<file path="config.mk">
export PLATFORM = sky130hd
export DESIGN_NAME = csb_core_regs
export DESIGN_NICKNAME = d
export VERILOG_FILES = /design/src/csb_pkg.sv /design/src/csb_alu.sv /design/src/csb_core_regs.sv
export SDC_FILE = /design/constraint.sdc
export NUM_CORES = 1
export LEC_CHECK = 0
export ABC_AREA = 1
export BUFFER_PORTS_ARGS = -buffer_cell sky130_fd_sc_hd__buf_4
export CAP_MARGIN = 5
export CORE_UTILIZATION = 41
export DETAILED_ROUTE_END_ITERATION = 7
export GPL_TIMING_DRIVEN = 0
export SLEW_MARGIN = 40
export SYNTH_ARGS = -nofsm -noshare
export SYNTH_HDL_FRONTEND = slang
export SYNTH_SLANG_ARGS = --single-unit
</file>
<file path="constraint.sdc">
create_clock -name mclk -period 5.4 [get_ports mclk]
set_clock_uncertainty 0.15 [all_clocks]
set_input_delay 0.54 -clock mclk [delete_from_list [all_inputs] [get_ports mclk]]
set_output_delay 0.54 -clock mclk [all_outputs]
set_load 0.01 [all_outputs]
</file>
<file path="src/csb_pkg.sv">
// Constants, field layout and operation codes of the core register bank.
// Assumes a single core clock domain shared with the instruction datapath.
`default_nettype none

package csb_pkg;

   // Data path and address widths
   localparam int DATA_W  = 8;
   localparam int NIB_W   = 4;
   localparam int OFS_W   = 7;
   localparam int BANK_W  = 2;
   localparam int FULL_W  = OFS_W + BANK_W;
   localparam int BIT_W   = 3;

   // Core register offsets, repeated in every bank
   localparam logic [OFS_W-1:0] OFS_INDIRECT = 7'h00;
   localparam logic [OFS_W-1:0] OFS_PCL      = 7'h02;
   localparam logic [OFS_W-1:0] OFS_STATUS   = 7'h03;
   localparam logic [OFS_W-1:0] OFS_FSR      = 7'h04;
   localparam logic [OFS_W-1:0] OFS_PROGRAM_COUNTER_UPPER_LATCH   = 7'h0A;
   localparam logic [OFS_W-1:0] OFS_INTERRUPT_CONTROL   = 7'h0B;

   // General purpose file window (first 32 locations are registers)
   localparam logic [OFS_W-1:0] GPR_FIRST    = 7'h20;
   localparam int               GPR_DEPTH    = 64;
   localparam int               GPR_IDX_W    = 6;

   // Status field positions
   localparam int ST_IRP   = 7;
   localparam int ST_RP_HI = 6;
   localparam int ST_RP_LO = 5;
   localparam int ST_TO    = 4;
   localparam int ST_PD    = 3;
   localparam int ST_Z     = 2;
   localparam int ST_DC    = 1;
   localparam int ST_C     = 0;

   // Reset values: watchdog and sleep bits high after power-up
   localparam logic [DATA_W-1:0] STATUS_RST = 8'h18;
   localparam logic [DATA_W-1:0] REG_RST    = 8'h00;
   localparam logic [DATA_W-1:0] READ_ZERO  = 8'h00;
   localparam logic [DATA_W:0]   CARRY_ONE  = 9'h001;
   localparam logic [NIB_W:0]    NIB_ONE    = 5'h01;

   // Operation codes presented by the datapath
   typedef enum logic [3:0] {
      OP_ADD_REG  = 4'h0,
      OP_SUB_REG  = 4'h1,
      OP_ADD_LIT  = 4'h2,
      OP_SUB_LIT  = 4'h3,
      OP_AND      = 4'h4,
      OP_IOR      = 4'h5,
      OP_XOR      = 4'h6,
      OP_MOVE     = 4'h7,
      OP_CLEAR    = 4'h8,
      OP_MOVE_W   = 4'h9,
      OP_ROT_R    = 4'hA,
      OP_ROT_L    = 4'hB,
      OP_SWAP     = 4'hC,
      OP_BIT_CLR  = 4'hD,
      OP_BIT_SET  = 4'hE,
      OP_NONE     = 4'hF
   } csb_op_e;

endpackage

`default_nettype wire

</file>
<file path="src/csb_alu.sv">
// Combinational result and flag generator for one instruction.
// Assumes operands are stable for the cycle the instruction is taken.
`timescale 1ns/1ns
`default_nettype none

module csb_alu (
   // Instruction
   input  wire csb_pkg::csb_op_e          op,
   input  wire logic [csb_pkg::DATA_W-1:0] opA,
   input  wire logic [csb_pkg::DATA_W-1:0] opW,
   input  wire logic [csb_pkg::BIT_W-1:0]  bitSel,
   input  wire logic                       carryIn,
   // Result and flags
   output logic      [csb_pkg::DATA_W-1:0] result,
   output logic                            zeroOut,
   output logic                            nibbleOut,
   output logic                            carryOut,
   output logic                            updZero,
   output logic                            updNibble,
   output logic                            updCarry
);
   import csb_pkg::*;

   logic [DATA_W:0]       sum;
   logic [NIB_W:0]        nib;
   logic [DATA_W-1:0]     addend;
   logic                  isSub;

   always_comb begin
      isSub  = (op == OP_SUB_REG) || (op == OP_SUB_LIT);
      // Subtraction adds the two's complement, so carry means no borrow
      addend = isSub ? ~opW : opW;
      sum    = {1'b0, opA} + {1'b0, addend}
               + (isSub ? CARRY_ONE : '0);
      nib    = {1'b0, opA[NIB_W-1:0]} + {1'b0, addend[NIB_W-1:0]}
               + (isSub ? NIB_ONE : '0);
      result    = opA;
      carryOut  = carryIn;
      nibbleOut = nib[NIB_W];
      updZero   = 1'b0;
      updNibble = 1'b0;
      updCarry  = 1'b0;
      unique case (op)
         OP_ADD_REG, OP_SUB_REG, OP_ADD_LIT, OP_SUB_LIT: begin
            result    = sum[DATA_W-1:0];
            carryOut  = sum[DATA_W];
            updZero   = 1'b1;
            updNibble = 1'b1;
            updCarry  = 1'b1;
         end
         OP_AND: begin
            result  = opA & opW;
            updZero = 1'b1;
         end
         OP_IOR: begin
            result  = opA | opW;
            updZero = 1'b1;
         end
         OP_XOR: begin
            result  = opA ^ opW;
            updZero = 1'b1;
         end
         OP_MOVE: begin
            updZero = 1'b1;
         end
         OP_CLEAR: begin
            result  = READ_ZERO;
            updZero = 1'b1;
         end
         OP_MOVE_W: result = opW;
         OP_ROT_R: begin
            result   = {carryIn, opA[DATA_W-1:1]};
            carryOut = opA[0];
            updCarry = 1'b1;
         end
         OP_ROT_L: begin
            result   = {opA[DATA_W-2:0], carryIn};
            carryOut = opA[DATA_W-1];
            updCarry = 1'b1;
         end
         OP_SWAP:    result = {opA[NIB_W-1:0], opA[DATA_W-1:NIB_W]};
         OP_BIT_CLR: begin
            result         = opA;
            result[bitSel] = 1'b0;
         end
         OP_BIT_SET: begin
            result         = opA;
            result[bitSel] = 1'b1;
         end
         OP_NONE:    result = opA;
      endcase
      zeroOut = (result == READ_ZERO);
   end

endmodule // csb_alu

`default_nettype wire

</file>
<file path="src/csb_core_regs.sv">
// Core register bank: status flags, bank selection, core register mirror
// and the general purpose file, executed one instruction per cycle.
// Assumes the datapath holds W and drives one request per clock at most.
//
// Overview of operation
// - Core registers answer at same offset, every bank
// - 64 by 8 file, direct or indirect
// - Flag-updating ops ignore written Z, DC, C
// - Watchdog and sleep bits never instruction-writable
// - Indirect bank bit picks banks 2/3 or 0/1
// - Direct bank bits pick one of four banks
// - Watchdog bit: set by power-up/clear/sleep, cleared timeout
// - Sleep bit: set power-up/clear, cleared by sleep
// - Zero bit follows zero result
// - Nibble carry from bit 3 on add/sub
// - Carry from top bit on add/sub
// - Subtract via two's complement; carry is inverted borrow
// - Rotates load carry with bit shifted out
// - Core registers held as storage cells in map
// - Unimplemented locations read zero
// - Registers in low 32; file at 20h and A0h
`timescale 1ns/1ns
`default_nettype none

module csb_core_regs (
   // Clock and reset
   input  wire  logic                          mclk,
   input  wire  logic                          rstn,
   // Instruction request
   input  wire  logic                          execValid,
   input  wire  csb_pkg::csb_op_e              execOp,
   input  wire  logic [csb_pkg::OFS_W-1:0]     execAddr,
   input  wire  logic [csb_pkg::DATA_W-1:0]    execLiteral,
   input  wire  logic [csb_pkg::BIT_W-1:0]     execBitSel,
   input  wire  logic                          execToFile,
   input  wire  logic [csb_pkg::DATA_W-1:0]    wIn,
   // Instruction answer
   output logic       [csb_pkg::DATA_W-1:0]    resultData,
   output logic                                resultToW,
   output logic       [csb_pkg::FULL_W-1:0]    lastAddr,
   // Watchdog and sleep events
   input  wire  logic                          watchdogClear,
   input  wire  logic                          sleepExec,
   input  wire  logic                          watchdogTimeout,
   // Program counter side
   input  wire  logic                          pcLoad,
   input  wire  logic [csb_pkg::DATA_W-1:0]    pcLowIn,
   output logic       [csb_pkg::DATA_W-1:0]    pcLow,
   output logic                                pcLowWritten,
   output logic       [csb_pkg::DATA_W-1:0]    pcUpperLatch,
   // Core state
   output logic       [csb_pkg::DATA_W-1:0]    statusFlags,
   output logic       [csb_pkg::DATA_W-1:0]    filePointer,
   output logic       [csb_pkg::DATA_W-1:0]    interruptControl
);
   import csb_pkg::*;

   // Storage
   logic [DATA_W-1:0]     statusReg;
   logic [DATA_W-1:0]     fsrReg;
   logic [DATA_W-1:0]     pclReg;
   logic [DATA_W-1:0]     pclathReg;
   logic [DATA_W-1:0]     intconReg;
   logic [DATA_W-1:0]     gprMem [GPR_DEPTH];

   // Address resolution
   logic                  viaPointer;
   logic [FULL_W-1:0]     fullAddr;
   logic [OFS_W-1:0]      ofs;
   logic [BANK_W-1:0]     bank;
   logic                  gprHit;
   logic [GPR_IDX_W-1:0]  gprIdx;
   logic [OFS_W-1:0]      gprRel;

   // Read and execute
   logic [DATA_W-1:0]     fileData;
   logic [DATA_W-1:0]     operandA;
   logic [DATA_W-1:0]     aluResult;
   logic                  aluZero;
   logic                  aluNibble;
   logic                  aluCarry;
   logic                  updZero;
   logic                  updNibble;
   logic                  updCarry;
   logic                  isLiteral;
   logic                  producesResult;
   logic                  fileWrite;
   logic                  statusWrite;
   logic                  flagsFromResult;
   logic                  take;

   assign take = execValid;

   // Operand address: pointer path when the indirect port is named
   always_comb begin
      viaPointer = (execAddr == OFS_INDIRECT);
      if (viaPointer) begin
         fullAddr = {statusReg[ST_IRP], fsrReg};
      end else begin
         fullAddr = {statusReg[ST_RP_HI:ST_RP_LO], execAddr};
      end
      ofs  = fullAddr[OFS_W-1:0];
      bank = fullAddr[FULL_W-1:OFS_W];
   end

   // File window at 20h in bank 0, aliased at A0h in bank 1.
   // Only 64 cells exist, so upper part of each window reads zero.
   always_comb begin
      gprRel = ofs - GPR_FIRST;
      gprIdx = gprRel[GPR_IDX_W-1:0];
      gprHit = !bank[1] && (ofs >= GPR_FIRST)
               && (gprRel < OFS_W'(GPR_DEPTH));
   end

   // Read side; core offsets decode regardless of bank
   always_comb begin
      fileData = READ_ZERO;
      if (gprHit) begin
         fileData = gprMem[gprIdx];
      end else begin
         unique case (ofs)
            OFS_PCL:    fileData = pclReg;
            OFS_STATUS: fileData = statusReg;
            OFS_FSR:    fileData = fsrReg;
            OFS_PROGRAM_COUNTER_UPPER_LATCH: fileData = pclathReg;
            OFS_INTERRUPT_CONTROL: fileData = intconReg;
            // Pointer aimed at the port itself reads zero
            default:    fileData = READ_ZERO;
         endcase
      end
   end

   always_comb begin
      isLiteral = (execOp == OP_ADD_LIT) || (execOp == OP_SUB_LIT);
      operandA  = isLiteral ? execLiteral : fileData;
   end

   csb_alu alu (
      .op        (execOp),
      .opA       (operandA),
      .opW       (wIn),
      .bitSel    (execBitSel),
      .carryIn   (statusReg[ST_C]),
      .result    (aluResult),
      .zeroOut   (aluZero),
      .nibbleOut (aluNibble),
      .carryOut  (aluCarry),
      .updZero   (updZero),
      .updNibble (updNibble),
      .updCarry  (updCarry)
   );

   // Which destination takes the result
   always_comb begin
      producesResult = (execOp != OP_NONE);
      fileWrite      = take && producesResult && !isLiteral
                       && (execToFile || execOp == OP_MOVE_W
                           || execOp == OP_CLEAR
                           || execOp == OP_BIT_CLR
                           || execOp == OP_BIT_SET);
      statusWrite    = fileWrite && !gprHit && (ofs == OFS_STATUS);
      // Any flag-affecting op locks out the written low three bits
      flagsFromResult = statusWrite
                        && !(updZero || updNibble || updCarry);
   end

   // Bank select bits: written value steers the very next request
   always_ff @(posedge mclk or negedge rstn) begin
      if (!rstn) begin
         statusReg[ST_IRP:ST_RP_LO] <= STATUS_RST[ST_IRP:ST_RP_LO];
      end else if (statusWrite) begin
         statusReg[ST_IRP:ST_RP_LO] <= aluResult[ST_IRP:ST_RP_LO];
      end
   end

   // Watchdog bit; a timeout outranks a clear arriving with it
   always_ff @(posedge mclk or negedge rstn) begin
      if (!rstn) begin
         statusReg[ST_TO] <= STATUS_RST[ST_TO];
      end else if (watchdogTimeout) begin
         statusReg[ST_TO] <= 1'b0;
      end else if (watchdogClear || sleepExec) begin
         statusReg[ST_TO] <= 1'b1;
      end
      // No write path from the instruction side here
   end

   // Sleep bit; instruction writes never reach it
   always_ff @(posedge mclk or negedge rstn) begin
      if (!rstn) begin
         statusReg[ST_PD] <= STATUS_RST[ST_PD];
      end else if (sleepExec) begin
         statusReg[ST_PD] <= 1'b0;
      end else if (watchdogClear) begin
         statusReg[ST_PD] <= 1'b1;
      end
   end

   // Arithmetic flags: operation outcome beats a plain write
   always_ff @(posedge mclk or negedge rstn) begin
      if (!rstn) begin
         statusReg[ST_Z:ST_C] <= STATUS_RST[ST_Z:ST_C];
      end else if (take) begin
         if (updZero) begin
            statusReg[ST_Z] <= aluZero;
         end else if (flagsFromResult) begin
            statusReg[ST_Z] <= aluResult[ST_Z];
         end
         if (updNibble) begin
            statusReg[ST_DC] <= aluNibble;
         end else if (flagsFromResult) begin
            statusReg[ST_DC] <= aluResult[ST_DC];
         end
         if (updCarry) begin
            statusReg[ST_C] <= aluCarry;
         end else if (flagsFromResult) begin
            statusReg[ST_C] <= aluResult[ST_C];
         end
      end
   end

   // Core registers are plain storage cells in the map
   always_ff @(posedge mclk or negedge rstn) begin
      if (!rstn) begin
         fsrReg <= REG_RST;
      end else if (fileWrite && !gprHit && ofs == OFS_FSR) begin
         fsrReg <= aluResult;
      end
   end

   always_ff @(posedge mclk or negedge rstn) begin
      if (!rstn) begin
         pclathReg <= REG_RST;
      end else if (fileWrite && !gprHit && ofs == OFS_PROGRAM_COUNTER_UPPER_LATCH) begin
         pclathReg <= aluResult;
      end
   end

   always_ff @(posedge mclk or negedge rstn) begin
      if (!rstn) begin
         intconReg <= REG_RST;
      end else if (fileWrite && !gprHit && ofs == OFS_INTERRUPT_CONTROL) begin
         intconReg <= aluResult;
      end
   end

   // Software write wins over the sequencer's own load in one cycle
   always_ff @(posedge mclk or negedge rstn) begin
      if (!rstn) begin
         pclReg       <= REG_RST;
         pcLowWritten <= 1'b0;
      end else begin
         pcLowWritten <= 1'b0;
         if (fileWrite && !gprHit && ofs == OFS_PCL) begin
            pclReg       <= aluResult;
            pcLowWritten <= 1'b1;
         end else if (pcLoad) begin
            pclReg <= pcLowIn;
         end
      end
   end

   // Static file has no reset; contents are undefined at power-up
   always_ff @(posedge mclk) begin
      if (fileWrite && gprHit) begin
         gprMem[gprIdx] <= aluResult;
      end
   end

   // Answer to the datapath, one cycle after the request
   always_ff @(posedge mclk or negedge rstn) begin
      if (!rstn) begin
         resultData <= READ_ZERO;
         resultToW  <= 1'b0;
         lastAddr   <= '0;
      end else begin
         resultToW <= take && producesResult && !fileWrite;
         if (take) begin
            resultData <= aluResult;
            lastAddr   <= fullAddr;
         end
      end
   end

   assign pcLow            = pclReg;
   assign pcUpperLatch     = pclathReg;
   assign statusFlags      = statusReg;
   assign filePointer      = fsrReg;
   assign interruptControl = intconReg;

endmodule // csb_core_regs

`default_nettype wire

</file>
==> metrics <==
Layout Cells excl Fill about 3,800; port bufs roughly 100; Clock Pin Slew Worst Setup and Hold Paths 0.06 ns; HP Start pcLowIn[5]; Inst Count DP about 3,700; syn avg cell area 9.65 µm²; Critical Path AT 5.42 ns; period utilization 96.2%; slowest stage delay, CP 0.69 ns; FF-to-FF Start filePointer[0]; Mapped Nets 2,784; reg-to-reg slack, setup 0.20 ns; Via Count 21,100; Total GRT Usage 29.5%; Skew-Pair Late Insertion Delay 0.65 ns; CP cell instances nand2_2, nand2_4, nand2_4, clkinv_1, nand2_1, nand3_1, nand2_1, nand2_1, nor2_1, nor2_1, nor2_1, nand2_1, nand2_1, nand2_1, nand2_2, inv_2, ha_1, nand3b_1, nand3_1, nand2_1, nand2_2, clkinv_4, buf_12; first-pass GRT wire length between 100,000 and 150,000 µm; CP top delay family simple AND/OR/NAND/NOR gates; #FFs+latches synth between 500 and 600; GPL Wtd Cong ~1.0; WHS Path Cells 3; Ports ~110; Slew Limit Headroom 36.4%; worst min-delay path class in -> reg; post-place setup slack -1.39 ns; Residual DRC 0; initial antenna violation count 2; Crit Path Class reg -> reg; vias in the first global route roughly 20,000; Post-DRT Antenna Nets 0; clk root buf clkbuf_16; Vias/cell around 5.5; commonest non-fill, non-tap cell in the layout nand2_1; maximum clock frequency 192 MHz; 1st-iter DRT viols approximately 2,900; Worst Setup Start Kind flop; Post-Syn Area around 26,000 µm²; post-synthesis cell count 2,729; sequential fraction of the synthesis area approximately 64%; Die ar. 65,200 µm²; Sw Share 26.7%; DR top layer met5; Crit-path slowest cell clkinv_1; Leakage 13.0 nW; share of cells above drive strength 1 between 10% and 20%; crit-path most repeated cell nand2_1; # fillers 5,868; CTS tree built; nets@finish 2,980; met2 WL post-DR 44,100 µm; Yosys cell types 48; reg2reg end gprMem[42][7]; WL/cell roughly 26 µm; met3 WL roughly 11,000 µm; CP required 5.63 ns; NetSw 2.90 mW; Worst Hold End pcLow[5]; Logic pwr share roughly an eighth; Pint 7.97 mW; Worst Reg-to-Reg Cells 23; Worst Setup End Kind flop; sequential share of power a little under half; worst vdd ir 0.262 mV; clock group share of total power 40.0%; HPWL Detailed 65,400 µm; count of warnings emitted by yosys 0; Die H between 200 and 300 µm; final hold vios 0; Worst Tran Pin Value 0.954 ns; crit-path max FO 33; drt total wl 98,300 µm; DRT met1 WL 38,200 µm; fin. max-slew vios 0; final setup vio count 0; total of max-cap violations 0; PwrDens 348 nW/µm²; CTS buffer count 59; area grow syn2layout 18.5%; clk buf depth 3; Die Wd 255 µm; pin count of the biggest net entering global routing 60; final worst slack 0.203 ns; crit path buf inv count 4; DRT Pass-1 Iters 6; Final min period 5.20 ns; H-Tree Depth 2; gr ovfl total 0; most frequent cells in the layout nand2_1, edfxtp_1, nand3_1, inv_1, nor2_1; status completed; Starting Density 41.6%; total core area 63,300 µm²; FP Rows 92; Sink Count 571
## worst max-delay path by stage
stage,startpoint,end,cells past startpoint
2_1_floorplan,execAddr[5],gprMem[0][6],30
5_1_grt,execAddr[5],gprMem[59][6],34
4_1_cts,execAddr[5],gprMem[57][6],37
3_5_place_dp,execAddr[0],gprMem[47][6],33
6_report,filePointer[0],gprMem[42][7],23
3_3_place_gp,execAddr[4],gprMem[47][6],33
## flip-flops by register name (all words and copies together), names as in the netlist, 8 cells and up
name,cells
lastAddr,9
gprMem,512
interruptControl,8
statusFlags,8
filePointer,8
pcLow,8
pcUpperLatch,8
resultData,8
## stage by stage
step                total power, mW  setup TNS, ns  hold slack (ns)  instance area [µm²]  utilization (%)
CTS                            10.8              0          0.00136                30800             48.7
detailed placement             6.50        -331.97            0.325                28400             44.9
floorplan                      5.82              0           0.0944                26300                -
finish                         10.9              0           0.0149                31200             49.3
global route                   11.1         -0.533           0.0214                31200             49.3
global placement               6.44        -967.04            0.321                28200             44.5
## worst register-to-register path: stages, from the launching register on
cell and delay (ns):
dfrtp_1 0.42, nand2_2 0.14, nand2_4 0.11, nand2_4 0.18, clkinv_1 0.69, nand2_1 0.24, nand3_1 0.10, nand2_1 0.13
nand2_1 0.07, nor2_1 0.31, nor2_1 0.08, nor2_1 0.19, nand2_1 0.14, nand2_1 0.08, nand2_1 0.14, nand2_2 0.15
inv_2 0.07, ha_1 0.32, nand3b_1 0.17, nand3_1 0.10, nand2_1 0.07, nand2_2 0.26, clkinv_4 0.31, buf_12 0.28
## Yosys cell counts, drive strengths merged
master	n	area (µm²)
o41ai	1	8.76
nand3b	25	188
a22oi	1	7.51
nand3	238	1210
inv	251	947
a21oi	24	146
nand2	1035	4000
edfxtp	512	15400
o31ai	1	7.51
dfrtp	57	1430
clkbuf	18	67.6
o21bai	1	7.51
a2111oi	1	8.76
nor4	1	12.5
o211ai	18	135
ha	8	100
or2	38	238
clkinv	3	11.3
xor2	7	61.3
and2	1	6.26
o21ai	117	586
a31oi	2	12.5
nand4	4	25.0
nor2	242	957
o221ai	8	70.1
nor3	16	90.1
dfstp	2	52.6
buf	88	503
fa	1	20.0
o22ai	6	37.5
a211oi	2	15.0
## cell families after synthesis
group | after synthesis | share of synthesized area (%)
AND/OR/NAND/NOR | 1600 | 25.5
flip-flops | 571 | 64.0
buffers and inverters | 360 | 5.81
AO/OA/AOI/OAI | 182 | 3.96
adder cells (fa/ha/maj) | 9 | 0.456
XOR/XNOR | 7 | 0.233
## layout make-up
cell class / instances / area (µm²) / area share (%)
flip-flops and latches: 571 / 16900 / 54.0
multi-input cells: 1798 / 8230 / 26.4
clock buffers: 69 / 1590 / 5.09
repair buffers: 137 / 1170 / 3.76
well taps: 846 / 1060 / 3.39
inverters: 254 / 978 / 3.13
plain buffers: 104 / 858 / 2.75
clock inverters: 42 / 470 / 1.51
diodes: 1 / 2.50 / 0.00802
## power by group through the flow
| stage | clock, mW | combinational [mW] | sequential [mW] |
|---|---|---|---|
| after floorplan | 0 | 0.621 | 5.20 |
| after global placement | 0 | 1.23 | 5.21 |
| after detailed placement | 0 | 1.32 | 5.18 |
| after CTS | 4.35 | 1.36 | 5.09 |
| after global routing | 4.51 | 1.50 | 5.09 |
| final | 4.35 | 1.43 | 5.09 |
## routing by layer
layer / vias up / global-route usage, %
li1: 9376 / -
met4: 2 / 14.6
met2: 1349 / 46.1
met1: 10100 / 39.6
met3: 303 / 5.55
met5: - / 0
## what timing repair did
| item | in CTS | in global routing |
|---|---|---|
| hold buffers | 11 | 0 |
| pin swaps | 4 | 6 |
| setup endpoints to repair | 246 | 235 |
| gates resized for setup | 49 | 99 |
| hold endpoints to repair | 65 | 0 |
| buffers inserted | 7 | 4 |
| cloned | 0 | 0 |
No activity file was read; power rests on OpenSTA's default activity.
